--- src/inc/ecp_port_defs.svh ---
// register offsets, field positions, codes and sizes for the ecp host port
// assumes inclusion by bare name from the package and the design modules
`ifndef ECP_PORT_DEFS_SVH
`define ECP_PORT_DEFS_SVH

// register indices on the plain register port
`define REG_DATA      3'h0
`define REG_DSR       3'h1
`define REG_DCR       3'h2
`define REG_CFGA      3'h3
`define REG_ECR       3'h4
`define REG_INT_STAT  3'h5
`define REG_INT_MASK  3'h6

// port word geometry and fifo depth
`define WORD_BYTES    2
`define WORD_W        16
`define BYTE_IDX_W    1
`define FIFO_DEPTH    16
`define FIFO_AW       4
`define FIFO_CNT_W    5

// mode codes held in the extended control register
`define MODE_SPP      3'h0
`define MODE_BIDIR    3'h1
`define MODE_FIFO     3'h2
`define MODE_ECP      3'h3
`define MODE_VEND_A   3'h4
`define MODE_VEND_B   3'h5

// configuration register a fields
`define CFGA_IRQ_LEVEL   1'h1
`define CFGA_IMP_ID      3'h0
`define CFGA_XCVR_BIT    1'h1
`define SNAP_FULL_WORD   2'h0

// interrupt status bit positions
`define IRQ_EMPTY     0
`define IRQ_STALL     1
`define IRQ_SNAP      2
`define IRQ_W         3

// reset values
`define DCR_RESET     8'h04
`define ECR_RESET     3'h0

`endif

--- src/inc/ecp_port_pkg.sv ---
// types shared by the ecp host port design
// assumes the defs header sits on the include path
`include "ecp_port_defs.svh"

package ecp_port_pkg;

  // device control register, bit 7 down to bit 0
  typedef struct packed {
    logic [1:0] rsvd;
    logic       dir;
    logic       ack_irq_en;
    logic       select_in;
    logic       init_n;
    logic       autofd;
    logic       strobe;
  } dcr_t;

  // byte on its way to the cable
  typedef struct packed {
    logic [7:0] data;
    logic       valid;
  } tx_byte_t;

  // forward transmit engine states
  typedef enum logic [1:0] {
    TX_IDLE,
    TX_STROBE,
    TX_RELEASE
  } tx_state_t;

endpackage

--- src/hw/ecp_fwd_fifo.sv ---
// port word fifo for the forward direction of the ecp host port
// assumes one clock, synchronous active high reset and a separate flush
`timescale 1ns/100ps
`include "ecp_port_defs.svh"

module ecp_fwd_fifo
  import ecp_port_pkg::*;
(
  // clock and reset
  input  wire logic                   clk_i,
  input  wire logic                   rst_i,
  input  wire logic                   flush_i,
  // fill side
  input  wire logic                   push_i,
  input  wire logic [`WORD_W-1:0]     push_data_i,
  output logic                        full_o,
  // drain side
  input  wire logic                   pop_i,
  output logic [`WORD_W-1:0]          head_o,
  output logic                        empty_o
);

  logic [`WORD_W-1:0]     mem_q [`FIFO_DEPTH];
  logic [`FIFO_AW-1:0]    wr_ptr_q;
  logic [`FIFO_AW-1:0]    rd_ptr_q;
  logic [`FIFO_CNT_W-1:0] count_q;
  logic                   do_push;
  logic                   do_pop;

  // a push into a full fifo is dropped, which is how software sees the fill count
  assign do_push = push_i && !full_o;
  assign do_pop  = pop_i && !empty_o;
  assign full_o  = (count_q == `FIFO_CNT_W'(`FIFO_DEPTH));
  assign empty_o = (count_q == '0);
  assign head_o  = mem_q[rd_ptr_q];

  // storage needs no reset, only pointers decide what is valid
  always_ff @(posedge clk_i)
  begin
    if (do_push)
    begin
      mem_q[wr_ptr_q] <= push_data_i;
    end
  end

  // pointers and fill count, flush empties it at once
  always_ff @(posedge clk_i)
  begin
    if (rst_i || flush_i)
    begin
      wr_ptr_q <= '0;
      rd_ptr_q <= '0;
      count_q  <= '0;
    end
    else
    begin
      if (do_push)
      begin
        wr_ptr_q <= wr_ptr_q + 1'b1;
      end
      if (do_pop)
      begin
        rd_ptr_q <= rd_ptr_q + 1'b1;
      end
      if (do_push && !do_pop)
      begin
        count_q <= count_q + 1'b1;
      end
      else if (do_pop && !do_push)
      begin
        count_q <= count_q - 1'b1;
      end
    end
  end

endmodule

--- src/hw/ecp_host_port.sv ---
// ecp host port: registers, forward fifo, forward handshake and abort snapshot
// assumes a plain register port with read data one cycle after the read strobe,
// and cable inputs already synchronous to CLK_I
`timescale 1ns/100ps
`include "ecp_port_defs.svh"

// Operation
// snapshot 01/10/11 gives valid head-word bytes
// modes 100 and 101 are vendor functions
// host waits empty and busy low
// forced strobe stops all further transfers; the byte already on the pins can still be taken by the peripheral
// host counts fill writes until full
// head word may be partly sent
// mode 001 write resets fifo, captures snapshot
// direction bit tri-states data drivers
// host drops init, waits paper-end low
// host then releases strobe
// host raises init, waits paper-end high
// link ends in forward idle phase
// transceiver bit zero means extra byte
// snapshot meaningless on byte-wide port
// snapshot from last word on leaving ecp
// control bits override engine, force active
// transceiver bit one: full counts byte
// snapshot held until next fifo reset
module ecp_host_port
  import ecp_port_pkg::*;
(
  // clock and reset
  input  wire logic        CLK_I,
  input  wire logic        RST_I,
  // register port
  input  wire logic [2:0]  ADDR_I,
  input  wire logic [7:0]  WDATA_I,
  input  wire logic        WR_I,
  input  wire logic        RD_I,
  output logic [7:0]       RDATA_O,
  // parallel data pins
  input  wire logic [7:0]  PDATA_I,
  output logic [7:0]       PDATA_O,
  output logic             PDATA_OE_O,
  // control lines to the peripheral
  output logic             STROBE_N_O,
  output logic             AUTOFD_N_O,
  output logic             INIT_N_O,
  output logic             SELECT_IN_N_O,
  // status lines from the peripheral
  input  wire logic        BUSY_I,
  input  wire logic        ACK_N_I,
  input  wire logic        PAPER_END_I,
  input  wire logic        SELECT_I,
  input  wire logic        FAULT_N_I,
  // interrupt
  output logic             IRQ_O
);

  dcr_t                      dcr_q;
  logic [2:0]                mode_q;
  logic [7:0]                data_latch_q;
  logic [1:0]                snap_q;
  logic [`IRQ_W-1:0]         int_stat_q;
  logic [`IRQ_W-1:0]         int_mask_q;
  logic [7:0]                rdata_q;
  tx_state_t                 tx_state_q;
  logic [`BYTE_IDX_W-1:0]    byte_idx_q;
  tx_byte_t                  tx_q;
  logic                      empty_d1_q;

  logic                      wr_data;
  logic                      wr_dcr;
  logic                      wr_ecr;
  logic                      wr_stat;
  logic                      wr_mask;
  logic                      fifo_flush;
  logic                      leave_ecp;
  logic                      fifo_push;
  logic                      fifo_pop;
  logic                      fifo_full;
  logic                      fifo_empty;
  logic [`WORD_W-1:0]        fifo_head;
  logic                      ecp_fwd;
  logic                      vend_drain;
  logic                      strobe_forced;
  logic                      last_byte;
  logic [7:0]                head_byte;
  logic [`IRQ_W-1:0]         int_event;
  logic [7:0]                rdata_d;

  // register write decode
  assign wr_data = WR_I && (ADDR_I == `REG_DATA);
  assign wr_dcr  = WR_I && (ADDR_I == `REG_DCR);
  assign wr_ecr  = WR_I && (ADDR_I == `REG_ECR);
  assign wr_stat = WR_I && (ADDR_I == `REG_INT_STAT);
  assign wr_mask = WR_I && (ADDR_I == `REG_INT_MASK);

  // any write that lands in mode 000 or 001 flushes the fifo; such a write that leaves ecp also snapshots
  assign fifo_flush = wr_ecr && ((WDATA_I[7:5] == `MODE_SPP) || (WDATA_I[7:5] == `MODE_BIDIR));
  assign leave_ecp  = fifo_flush && (mode_q == `MODE_ECP);

  // the data register fills the fifo in the fifo modes, software sees drops via full
  assign fifo_push = wr_data && ((mode_q == `MODE_ECP) || (mode_q == `MODE_FIFO));

  // engine runs only in forward ecp with drivers on
  assign ecp_fwd       = (mode_q == `MODE_ECP) && !dcr_q.dir;
  assign strobe_forced = dcr_q.strobe;

  // vendor mode 100 drains the fifo without cable traffic, 101 parks the port
  assign vend_drain = (mode_q == `MODE_VEND_A);

  // select the byte of the head word that goes out next, low byte first
  assign head_byte = fifo_head[8*byte_idx_q +: 8];
  assign last_byte = (byte_idx_q == `BYTE_IDX_W'(`WORD_BYTES - 1));

  // outside vendor mode 100, a word leaves the fifo only once its last byte is acknowledged at event 35
  assign fifo_pop = (ecp_fwd && (tx_state_q == TX_STROBE) && BUSY_I && !strobe_forced && last_byte)
                  || (vend_drain && !fifo_empty);

  ecp_fwd_fifo u_fifo (
    .clk_i       (CLK_I),
    .rst_i       (RST_I),
    .flush_i     (fifo_flush),
    .push_i      (fifo_push),
    .push_data_i ({WDATA_I, WDATA_I}),
    .full_o      (fifo_full),
    .pop_i       (fifo_pop),
    .head_o      (fifo_head),
    .empty_o     (fifo_empty)
  );

  // device control register, direction only writable outside 000 and 010
  always_ff @(posedge CLK_I)
  begin
    if (RST_I)
    begin
      dcr_q <= dcr_t'(`DCR_RESET);
    end
    else if (wr_dcr)
    begin
      dcr_q      <= dcr_t'(WDATA_I);
      dcr_q.rsvd <= 2'h0;
      if ((mode_q == `MODE_SPP) || (mode_q == `MODE_FIFO))
      begin
        dcr_q.dir <= 1'b0;
      end
    end
  end

  // extended control register mode field
  always_ff @(posedge CLK_I)
  begin
    if (RST_I)
    begin
      mode_q <= `ECR_RESET;
    end
    else if (wr_ecr)
    begin
      mode_q <= WDATA_I[7:5];
    end
  end

  // plain data latch for the non-fifo modes
  always_ff @(posedge CLK_I)
  begin
    if (RST_I)
    begin
      data_latch_q <= 8'h00;
    end
    else if (wr_data && !fifo_push)
    begin
      data_latch_q <= WDATA_I;
    end
  end

  // forward handshake: strobe low, wait busy high, strobe high, wait busy low
  always_ff @(posedge CLK_I)
  begin
    if (RST_I || fifo_flush)
    begin
      tx_state_q <= TX_IDLE;
      byte_idx_q <= '0;
      tx_q       <= '0;
    end
    else if (ecp_fwd)
    begin
      unique case (tx_state_q)
        TX_IDLE:
        begin
          // a forced strobe freezes the engine so no new byte starts
          if (!fifo_empty && !strobe_forced)
          begin
            tx_q.data  <= head_byte;
            tx_q.valid <= 1'b1;
            tx_state_q <= TX_STROBE;
          end
        end
        TX_STROBE:
        begin
          // event 35: peripheral took the byte; ignored once software forced strobe
          if (BUSY_I && !strobe_forced)
          begin
            tx_q.valid <= 1'b0;
            byte_idx_q <= last_byte ? '0 : byte_idx_q + 1'b1;
            tx_state_q <= TX_RELEASE;
          end
        end
        TX_RELEASE:
        begin
          if (!BUSY_I)
          begin
            tx_state_q <= TX_IDLE;
          end
        end
      endcase
    end
  end

  // head word snapshot, count of still valid bytes in a partly sent word
  always_ff @(posedge CLK_I)
  begin
    if (RST_I)
    begin
      snap_q <= `SNAP_FULL_WORD;
    end
    else if (leave_ecp)
    begin
      if (byte_idx_q == '0)
      begin
        snap_q <= `SNAP_FULL_WORD;
      end
      else
      begin
        // only 1 -> 01 occurs: one valid byte left in the two-byte head word
        snap_q <= 2'(`WORD_BYTES - int'(byte_idx_q));
      end
    end
  end

  // interrupt events: fifo drained in ecp, stall with strobe forced, snapshot taken
  always_comb
  begin
    int_event             = '0;
    int_event[`IRQ_EMPTY] = fifo_empty && !empty_d1_q && (mode_q == `MODE_ECP);
    int_event[`IRQ_STALL] = wr_dcr && WDATA_I[0] && (tx_state_q == TX_STROBE);
    int_event[`IRQ_SNAP]  = leave_ecp;
  end

  // edge memory for the empty event
  always_ff @(posedge CLK_I)
  begin
    if (RST_I)
    begin
      empty_d1_q <= 1'b1;
    end
    else
    begin
      empty_d1_q <= fifo_empty;
    end
  end

  // sticky status, write one to clear; a new event in the clear cycle wins
  always_ff @(posedge CLK_I)
  begin
    if (RST_I)
    begin
      int_stat_q <= '0;
    end
    else
    begin
      int_stat_q <= (int_stat_q & ~(wr_stat ? WDATA_I[`IRQ_W-1:0] : '0)) | int_event;
    end
  end

  // interrupt mask
  always_ff @(posedge CLK_I)
  begin
    if (RST_I)
    begin
      int_mask_q <= '0;
    end
    else if (wr_mask)
    begin
      int_mask_q <= WDATA_I[`IRQ_W-1:0];
    end
  end

  assign IRQ_O = |(int_stat_q & int_mask_q);

  // read mux; the status byte shows busy so software can check drain before resend
  always_comb
  begin
    rdata_d = 8'h00;
    unique case (ADDR_I)
      `REG_DATA:     rdata_d = PDATA_I;
      `REG_DSR:      rdata_d = {BUSY_I, ACK_N_I, PAPER_END_I, SELECT_I, FAULT_N_I, 3'h0};
      `REG_DCR:      rdata_d = {2'h0, dcr_q[5:0]};
      // transceiver bit is 1: the byte in flight still counts in full, so no extra byte
      `REG_CFGA:     rdata_d = {`CFGA_IRQ_LEVEL, `CFGA_IMP_ID, 1'h0, `CFGA_XCVR_BIT, snap_q};
      `REG_ECR:      rdata_d = {mode_q, 3'h0, fifo_full, fifo_empty};
      `REG_INT_STAT: rdata_d = {5'h00, int_stat_q};
      `REG_INT_MASK: rdata_d = {5'h00, int_mask_q};
      default:       rdata_d = 8'h00;
    endcase
  end

  // read data stands for one cycle after the read strobe only
  always_ff @(posedge CLK_I)
  begin
    if (RST_I)
    begin
      rdata_q <= 8'h00;
    end
    else
    begin
      rdata_q <= RD_I ? rdata_d : 8'h00;
    end
  end

  assign RDATA_O = rdata_q;

  // data pins: always driven in 000 and 010, otherwise released by the direction bit
  assign PDATA_O    = (mode_q == `MODE_ECP) ? tx_q.data : data_latch_q;
  assign PDATA_OE_O = (mode_q == `MODE_SPP) || (mode_q == `MODE_FIFO) || !dcr_q.dir;

  // control bits win over the engine and force their line active
  assign STROBE_N_O    = !(dcr_q.strobe || (ecp_fwd && tx_q.valid && (tx_state_q == TX_STROBE)));
  assign AUTOFD_N_O    = !dcr_q.autofd;
  assign INIT_N_O      = dcr_q.init_n;
  assign SELECT_IN_N_O = !dcr_q.select_in;

endmodule

--- config.mk ---
export PLATFORM = sky130hd
export DESIGN_NAME = ecp_host_port
export DESIGN_NICKNAME = d
export VERILOG_FILES = /design/src/inc/ecp_port_pkg.sv /design/src/hw/ecp_fwd_fifo.sv /design/src/hw/ecp_host_port.sv
export VERILOG_INCLUDE_DIRS = /design/src /design/src/inc
export SDC_FILE = /design/constraint.sdc
export NUM_CORES = 1
export LEC_CHECK = 0
export BUFFER_PORTS_ARGS = -buffer_cell sky130_fd_sc_hd__buf_2
export CAP_MARGIN = 20
export CORE_MARGIN = 2
export CORE_UTILIZATION = 35
export CTS_BUF_LIST = sky130_fd_sc_hd__clkbuf_2
export CTS_CLUSTER_SIZE = 8
export DETAILED_ROUTE_END_ITERATION = 16
export SLEW_MARGIN = 25
export SYNTH_ARGS = -nofsm -noshare
export SYNTH_HDL_FRONTEND = slang
export SYNTH_SLANG_ARGS = --single-unit
export TNS_END_PERCENT = 20
--- constraint.sdc ---
create_clock -name CLK_I -period 5.9 [get_ports CLK_I]
set_input_delay 0.885 -clock CLK_I [delete_from_list [all_inputs] [get_ports CLK_I]]
set_output_delay 0.885 -clock CLK_I [all_outputs]
set_load 0.05 [all_outputs]
==> results.txt, run 1 <==
status - complete, no violations
Pins Over Slew Limit - 0
CP arrival - 4.23 ns
post-synth top area share - 0.494
DRT met1 WL - 7630 µm
Initial Utilization - 0.356
GRT Total Usage - 0.146
dominant cell type by area after synthesis - edfxtp_1
CTS sink cnt - 190
Startpoint Class - register
Mapped Area - 7780 µm²
drt pass-1 iters - 4
Setup CP Type - register to register
Max Used Layer - met4
largest stage delay on the critical path - 0.58 ns
CTS tree - done
CP Capture Type - register
Max Cap Viol - 0
Hold-fix buffers, CTS - 0
Critical Path, Cell by Cell - nand3b_1 -> nor4_1 -> o21ai_1 -> ha_1 -> inv_1 -> ha_1 -> a21o_1 -> a21oi_1 -> xnor2_1 -> or3_1 -> a21oi_1
crit-path max FO - 15
peak supply drop - 0.000114 V
Die Wd - 153 µm
clock share of power - 0.301
fmax - 281 MHz
port bufs - 49
final hold viol count - 0
Clock Path Buffers - 2
io pins - 50
max_slew headroom - 0.426
PostCTS Resize Cnt - 0
number of CTS-inserted buffers - 17
CTS clk-pin slew, worst paths - 0.26 ns
Hold Slack - 0.402 ns
Placer Congestion - 0.827
Buf/Inv on CP - 1
number of core rows - 54
metal2 WL - 7880 µm
Synth Register Bits - 190
routed vias - 4472
final setup fails - 0
WL/cell - 19.1 µm
Gate power share - 0.037
Leak - 2.92 nW
first-pass GRT wire length - 25900 µm
Worst Path Required - 6.57 ns
Commonest cells post-synth - 128 x edfxtp_1, 62 x dfxtp_1, 62 x nor2_1
EDFF count, synth - 128
worst-skew pair later-pin latency - 0.74 ns
DRC - 0
Die Y - 153 µm
Clock H-tree levels - 4
Vias/cell - 5.16
dominant cells by area after synthesis - edfxtp_1 49%, dfxtp_1 16%, mux4_2 9.3%, nor2_1 3.0%, mux2i_1 3.0%
syn nets - 577
pin count of the biggest net entering global routing - 33
Setup Total Neg Slack - 0 ns
Reg power frac - 0.662
post-synth cell types - 48
Synth Warn # - 0
PwrDens - 253 nW/µm²
fraction of layout cells with a size suffix above 1 - 0.224
worst clock skew - 0.0427 ns
initial antenna violation count - 1
Mapped Cells - 535
DIE AREA - 23400 µm²
post-CTS setup buffers - 0
total power - 2.16 mW
ANT nets after route - 0
floorplan core area - 21800 µm²
predominant post-synthesis flop cell - edfxtp_1
total gr overflow - 0
Tmin final - 3.56 ns
Internal Power - 1.68 mW
vias in the first global route - 4539
area growth from synthesis to layout - 9.56%
ys async rst share - 0
dpl hpwl - 11000 µm
drt total wl - 16500 µm
Switching Fraction - 0.222
Psw - 0.478 mW
RSZ-0062 raised after global routing - false
critical path's top delay family - simple AND/OR/NAND/NOR gates
worst min-delay path category - input pin to register
DRT iter0 DRCs - 416
CP max stage cell - nand3b_1
WL met3 - 828 µm
root buffer cell - clkbuf_2
Final Cycle Share - 0.604
actual slew at the worst max-slew pin - 0.858 ns
synthesized area per cell - 14.5 µm²
post-synthesis sequential area ratio - 0.654
top-count cell post-synth - edfxtp_1
Final nets - 616
-- worst reg2reg max path: cells and delay by family (launching register included) --
family                     cells  cell delay [ns]
and+or+nand+nor                3             1.41
AOI/OAI and AO/OA              4             0.76
adders and majority gates      2             0.58
DFF                            1             0.52
buffers and inverters          1             0.14
xor gates and xnor gates       1             0.09
-- power by group through the flow --
stage	combinational [mW]	sequential, mW	clock [mW]
global route	0.0870	1.43	0.722
global placement	0.0780	1.45	0
floorplan	0.0384	1.46	0
finish	0.0798	1.43	0.650
CTS	0.0803	1.43	0.672
detailed placement	0.0801	1.45	0
-- layout make-up --
type / count / area (µm²)
clock inverter: 12 / 144
timing repair buffer: 50 / 253
tap: 280 / 350
fill: 2028 / 13300
antenna: 1 / 2.50
inverter: 12 / 45.0
multi-input combinational: 303 / 2540
sequential: 190 / 5090
clock buffer: 19 / 95.1
-- cell usage in the layout, fill, tap and decap left out, types with 3 or more instances in the layout --
cell and n:
a22o_1 9, nand2_1 24, o21ai_0 9, a31oi_1 3, buf_2 49, mux2i_1 23, ha_1 13, nand3b_1 5
nand4_1 4, bufinv_16 3, nor2_1 62, clkinv_1 3, nand3_1 4, a21oi_1 20, a211oi_1 3, nor2b_1 6
xor2_1 5, nor3_2 4, a21o_1 4, nor3_1 5, clkbuf_2 19, inv_1 12, xnor2_1 5, dfxtp_1 60
mux2_2 8, a22oi_1 18, edfxtp_1 128, nand2b_1 7, mux4_2 32, nor4_1 3, or3_1 3
-- state kept, by name, indices dropped and copies added, names as in the netlist, named ones only --
name	flops
RDATA_O	8
u_fifo.mem_q	128
data_latch_q	8
int_stat_q	3
int_mask_q	3
strobe_forced	1
tx_state_q	2
u_fifo.rd_ptr_q	4
empty_d1_q	1
u_fifo.wr_ptr_q	4
byte_idx_q	1
INIT_N_O	1
snap_q	1
dcr_q	4
mode_q	3
tx_q	9
u_fifo.count_q	5
-- kinds of logic (layout without fill, tap and decap cells) --
logic type | Yosys count | in the layout | synth area share
adders and majority gates | 14 | 14 | 0.0235
buffers and inverters | 42 | 93 | 0.0217
muxes | 63 | 63 | 0.134
xor gates and xnor gates | 10 | 10 | 0.0113
DFF | 190 | 190 | 0.654
and+or+nand+nor | 138 | 138 | 0.0859
other | 0 | 1 | 0
AOI/OAI and AO/OA | 78 | 78 | 0.0700
-- worst paths after layout --
| check | startpoint | cells past startpoint | slack, ns | end |
|---|---|---|---|---|
| worst min-delay path | FAULT_N_I | 3 | 0.40 | RDATA_O[3] |
| worst max-delay path | mode_q[0] | 11 | 2.34 | u_fifo.count_q[4] |
| worst min register to register | u_fifo.rd_ptr_q[3] | 2 | 0.48 | register |
| worst max register to register | mode_q[0] | 11 | 2.34 | u_fifo.count_q[4] |
-- per-stage QoR --
step	cells	worst slack (ns)	util	area [µm²]
3_5_place_dp	835	2.01	0.379	8270
3_3_place_gp	835	2.03	0.378	8260
2_1_floorplan	535	2.41	-	7780
6_report	867	2.34	0.390	8520
5_1_grt	867	1.93	0.390	8520
4_1_cts	866	2.31	0.390	8510
-- per-layer routing --
layer,vias to the layer above,global-route usage
li1,2101,-
met2,122,0.231
met3,15,0.0298
met4,0,0.0516
met1,2234,0.200
met5,-,0
No activity file was read; power rests on OpenSTA's default activity.
==> run 2, diff against run 1 <==
- clock period: 5.9 -> 3.5 ns (I/O delays scaled with it)
==> results.txt, run 2 (same netlist as run 1, synthesis figures left out) <==
total gr overflow - 0 (unchanged)
dpl hpwl - 11400 µm (+3.4%)
CTS sink cnt - 190 (unchanged)
Leak - 3.05 nW (+4.4%)
number of CTS-inserted buffers - 17 (unchanged)
io pins - 50 (unchanged)
Initial Utilization - 0.356 (unchanged)
Top Registers - u_fifo.mem_q x128, tx_q x9
vias in the first global route - 4724 (+4.1%)
max reg flops - 128 (unchanged)
fraction of layout cells with a size suffix above 1 - 0.248 (+0.0240)
port bufs - 49 (unchanged)
PwrDens - 423 nW/µm² (+67%)
Die Wd - 153 µm (unchanged)
WL/cell - 18.8 µm (-1.2%)
Final Cycle Share - 0.883 (+0.279)
DIE AREA - 23400 µm² (unchanged)
worst-skew pair later-pin latency - 0.75 ns (about the same)
pin count of the biggest net entering global routing - 29 (-12%)
cell area after layout - 8740 µm² (+2.6%)
PnR worst setup slack - 0.408 ns (-1.93 ns)
drt total wl - 16900 µm (+2.0%)
Clock H-tree levels - 4 (unchanged)
status - complete, no violations
actual slew at the worst max-slew pin - 0.709 ns (-0.149 ns)
crit-path max FO - 6 (-9)
ANT nets after route - 0 (unchanged)
routed vias - 4557 (+1.9%)
initial antenna violation count - 1 (unchanged)
Pins Over Slew Limit - 0 (unchanged)
Die Y - 153 µm (unchanged)
Reg with most FFs - u_fifo.mem_q
PostCTS Resize Cnt - 0 (unchanged)
Max Cap Viol - 0 (unchanged)
final hold viol count - 0 (unchanged)
fin cells - 895 (+3.2%)
Worst Path Required - 4.19 ns (-2.38 ns)
fmax - 323 MHz (+15%)
final setup fails - 0 (unchanged)
DRC - 0 (unchanged)
root buffer cell - clkbuf_2
DRT iter0 DRCs - 305 (-27%)
drt pass-1 iters - 5 (+1)
CTS clk-pin slew, worst paths - 0.29 ns (+0.03 ns)
most frequent cells in the layout - 128 x edfxtp_1, 62 x nor2_1, 61 x dfxtp_1, 49 x buf_2, 32 x mux4_2
peak supply drop - 0.000167 V (+46%)
CTS tree - done
number of core rows - 54 (unchanged)
Clock Path Buffers - 2 (unchanged)
Tmin final - 3.09 ns (-0.473 ns)
worst clock skew - 0.0411 ns (-0.00160 ns)
Vias/cell - 5.09 (-1.3%)
cell area after placement - 8450 µm² (+2.2%)
area growth from synthesis to layout - 12.4%
Setup Total Neg Slack - 0 ns (unchanged)
GRT Total Usage - 0.149 (+0.00355)
commonest non-fill, non-tap cell in the layout - edfxtp_1
dpl cells - 859 (+2.9%)
worst min-delay path category - input pin to register
Setup CP Type - register to register
CP arrival - 3.79 ns (-0.44 ns)
Placer Congestion - 0.818 (-1.1%)
RSZ-0062 raised after global routing - false
Startpoint Class - register
max_slew headroom - 0.526 (+0.0994)
first-pass GRT wire length - 26800 µm (+3.6%)
floorplan core area - 21800 µm² (unchanged)
CP Capture Type - register
Final nets - 643 (+4.4%)
Place WS - 0.435 ns (-1.58 ns)
## run 2: cell types whose count changed in the layout (fill, tap and decap cells not counted), moves of 3 or more
cell / previous run / this run
buf_4: 1 / 24
inv_8: 0 / 5
nor3_1: 5 / 9
nor3_2: 4 / 0
dlygate4sd3_1: 0 / 3
## run 2: metal layers
metal  part of all wire  vias up  wire, µm  GRT usage
li1                   -     2154         -          -
met1               0.45     2287      7610      0.204
met2               0.48      104      8070      0.231
met3              0.057       12       963     0.0403
met4              0.013        0       223     0.0498
met5                  0        -         0          0
## run 2: layout make-up
type | instances | area (µm²)
inverters | 12 | 45.0
well taps | 280 | 350
fillers | 2030 | 13100
multi-input cells | 303 | 2520
flip-flops and latches | 190 | 5090
clock buffers | 17 | 85.1
repair buffers | 77 | 475
diodes | 1 | 2.50
clock inverters | 15 | 174
## run 2: repair_timing
item	CTS	global route
setup buffers	0	0
hold buffers	3	0
hold endpoints to repair	3	0
## run 2: path summary, 6_finish.rpt
check | start | end | slack [ns] | cells after the start
max | tx_state_q[1] | u_fifo.count_q[4] | 0.41 | 13
min | PDATA_I[2] | RDATA_O[2] | 0.13 | 3
max reg2reg | tx_state_q[1] | u_fifo.count_q[4] | 0.41 | 13
min reg2reg | int_stat_q[2] | int_stat_q[2] | 0.50 | 2
## run 2: worst max-delay path: stages, from the launching register on
cell	delay (ns)
dfxtp_1	0.39
inv_1	0.10
ha_1	0.23
inv_1	0.09
nor4_1	0.39
o21ai_1	0.25
ha_1	0.29
inv_1	0.14
ha_1	0.29
a21o_1	0.19
a21oi_1	0.16
xnor2_1	0.09
or3_1	0.30
a21oi_1	0.14
## run 2: metrics by stage
stage / utilization / power [mW] / hold slack (ns)
after global placement: 0.387 / 2.59 / 0.466
after global routing: 0.401 / 3.84 / 0.0451
after CTS: 0.400 / 3.75 / 0.0249
after detailed placement: 0.387 / 2.59 / 0.468
final: 0.401 / 3.70 / 0.134
after floorplan: - / 2.52 / 0.445
## run 2: where the power goes
group          internal, mW  leakage (nW)  switching, mW
Combinational        0.0418          1.25          0.101
Clock                 0.357         0.150          0.793
Sequential             2.40          1.65        0.00470
==> run 3, diff against run 2 <==
- RECOVER_POWER: default -> 100
==> results.txt, run 3 (same netlist as run 1, synthesis figures left out) <==
status - complete, no violations
vias in the first global route - 4724 (unchanged)
floorplan core area - 21800 µm² (unchanged)
routed vias - 4594 (+0.81%)
Tmin final - 3.10 ns (+0.0102 ns)
Hold Slack - 0.130 ns (-0.00446 ns)
worst clock skew - 0.0416 ns (+0.000486 ns)
drt total wl - 16900 µm (about the same)
Initial Utilization - 0.356 (unchanged)
pin count of the biggest net entering global routing - 29 (unchanged)
port bufs - 49 (unchanged)
fmax - 322 MHz (-0.33%)
Top Registers - u_fifo.mem_q x128, tx_q x9
PwrDens - 429 nW/µm² (+1.3%)
fraction of layout cells with a size suffix above 1 - 0.164 (-0.0831)
ANT nets after route - 0 (unchanged)
most frequent cells in the layout - 128 x edfxtp_1, 62 x nor2_1, 61 x dfxtp_1, 49 x clkbuf_1, 32 x mux4_2
Die Wd - 153 µm (unchanged)
Internal Power - 2.80 mW (-0.14%)
Switching Fraction - 0.243 (about the same)
CTS tree - done
dpl hpwl - 11400 µm (unchanged)
Hold-fix buffers, CTS - 3 (unchanged)
first-pass GRT wire length - 26800 µm (unchanged)
Placer Congestion - 0.818 (unchanged)
max_slew headroom - 0.267 (-0.258)
Vias/cell - 5.13 (+0.81%)
Final nets - 643 (unchanged)
Layout fillers - 2066 (+1.8%)
final setup fails - 0 (unchanged)
GRT Total Usage - 0.149 (unchanged)
actual slew at the worst max-slew pin - 1.10 ns (+0.390 ns)
fin util - 0.395 (-0.00579)
Worst Path Required - 4.19 ns (about the same)
crit-path max FO - 6 (unchanged)
area growth from synthesis to layout - 10.8%
max reg flops - 128 (unchanged)
worst min-delay path category - input pin to register
CTS sink cnt - 190 (unchanged)
Clock Path Buffers - 2 (unchanged)
Reg with most FFs - u_fifo.mem_q
Max Cap Viol - 0 (unchanged)
Clock H-tree levels - 4 (unchanged)
CTS clk-pin slew, worst paths - 0.29 ns (about the same)
peak supply drop - 0.000166 V (-0.22%)
clock share of power - 0.311 (about the same)
number of CTS-inserted buffers - 17 (unchanged)
Setup CP Type - register to register
Leak - 2.87 nW (-6.0%)
PostCTS Resize Cnt - 0 (unchanged)
initial antenna violation count - 1 (unchanged)
RSZ-0062 raised after global routing - false
Psw - 0.897 mW (-0.20%)
post-CTS setup buffers - 0 (unchanged)
commonest non-fill, non-tap cell in the layout - edfxtp_1
WL/cell - 18.9 µm (about the same)
Die Y - 153 µm (unchanged)
DRC - 0 (unchanged)
CP Capture Type - register
total gr overflow - 0 (unchanged)
Gate power share - 0.037 (-0.002)
Setup Total Neg Slack - 0 ns (unchanged)
root buffer cell - clkbuf_2
Startpoint Class - register
DIE AREA - 23400 µm² (unchanged)
worst-skew pair later-pin latency - 0.76 ns (about the same)
Final Cycle Share - 0.886 (+0.00290)
number of core rows - 54 (unchanged)
DRT iter0 DRCs - 325 (+6.6%)
Pins Over Slew Limit - 0 (unchanged)
io pins - 50 (unchanged)
drt pass-1 iters - 5 (unchanged)
final hold viol count - 0 (unchanged)
CP arrival - 3.80 ns (about the same)
Reg power frac - 0.652 (about the same)
-- run 3: cell count changes in the layout (fill, tap and decap cells not counted) --
cell,previous run,this run
clkbuf_1,0,49
buf_2,49,19
clkbuf_2,17,18
a211oi_4,1,0
nand2_1,24,25
buf_4,24,4
a211oi_1,3,4
nand2_2,1,0
-- run 3: through the flow --
step                cells  setup slack, ns  power (mW)  instance area, µm²
floorplan             535            0.369        2.52                7780
global placement      859            0.446        2.59                8450
detailed placement    859            0.435        2.59                8450
CTS                   894            0.383        3.75                8740
global route          895           0.0845        3.84                8620
finish                895            0.398        3.69                8620
-- run 3: area by class of cell --
type                    instances  area (µm²)  area share
diodes                          1        2.50    0.000290
clock buffers                  17        85.1     0.00988
clock inverters                15         174      0.0202
inverters                      12        45.0     0.00523
multi-input cells             303        2510       0.291
flip-flops and latches        190        5090       0.590
well taps                     280         350      0.0407
repair buffers                 77         364      0.0423
-- run 3: routing by layer --
layer / vias up / GRT usage / wire length, µm
li1: 2159 / - / -
met1: 2322 / 0.204 / 7700
met2: 99 / 0.231 / 8070
met3: 14 / 0.0403 / 843
met4: 0 / 0.0498 / 257
met5: - / 0 / 0
-- run 3: final timing paths --
kind	from	endpoint	slack, ns	depth (start not counted)
hold reg to reg	int_stat_q[2]	int_stat_q[2]	0.50	2
setup reg to reg	tx_state_q[1]	u_fifo.count_q[4]	0.40	13
hold / removal	WR_I	int_stat_q[2]	0.13	4
setup / recovery	tx_state_q[1]	u_fifo.count_q[4]	0.40	13
-- run 3: power groups by stage --
stage	registers, mW	logic [mW]	clock network, mW
2_1_floorplan	2.46	0.0648	0
3_3_place_gp	2.45	0.139	0
3_5_place_dp	2.45	0.142	0
4_1_cts	2.41	0.145	1.19
5_1_grt	2.41	0.152	1.28
6_report	2.41	0.137	1.15
-- run 3: critical path: stages (launching register included) --
cell     delay (ns)
dfxtp_1        0.39
inv_1          0.10
ha_1           0.23
inv_1          0.09
nor4_1         0.39
o21ai_1        0.25
ha_1           0.29
inv_1          0.14
ha_1           0.29
a21o_1         0.20
a21oi_1        0.17
xnor2_1        0.09
or3_1          0.30
a21oi_1        0.14
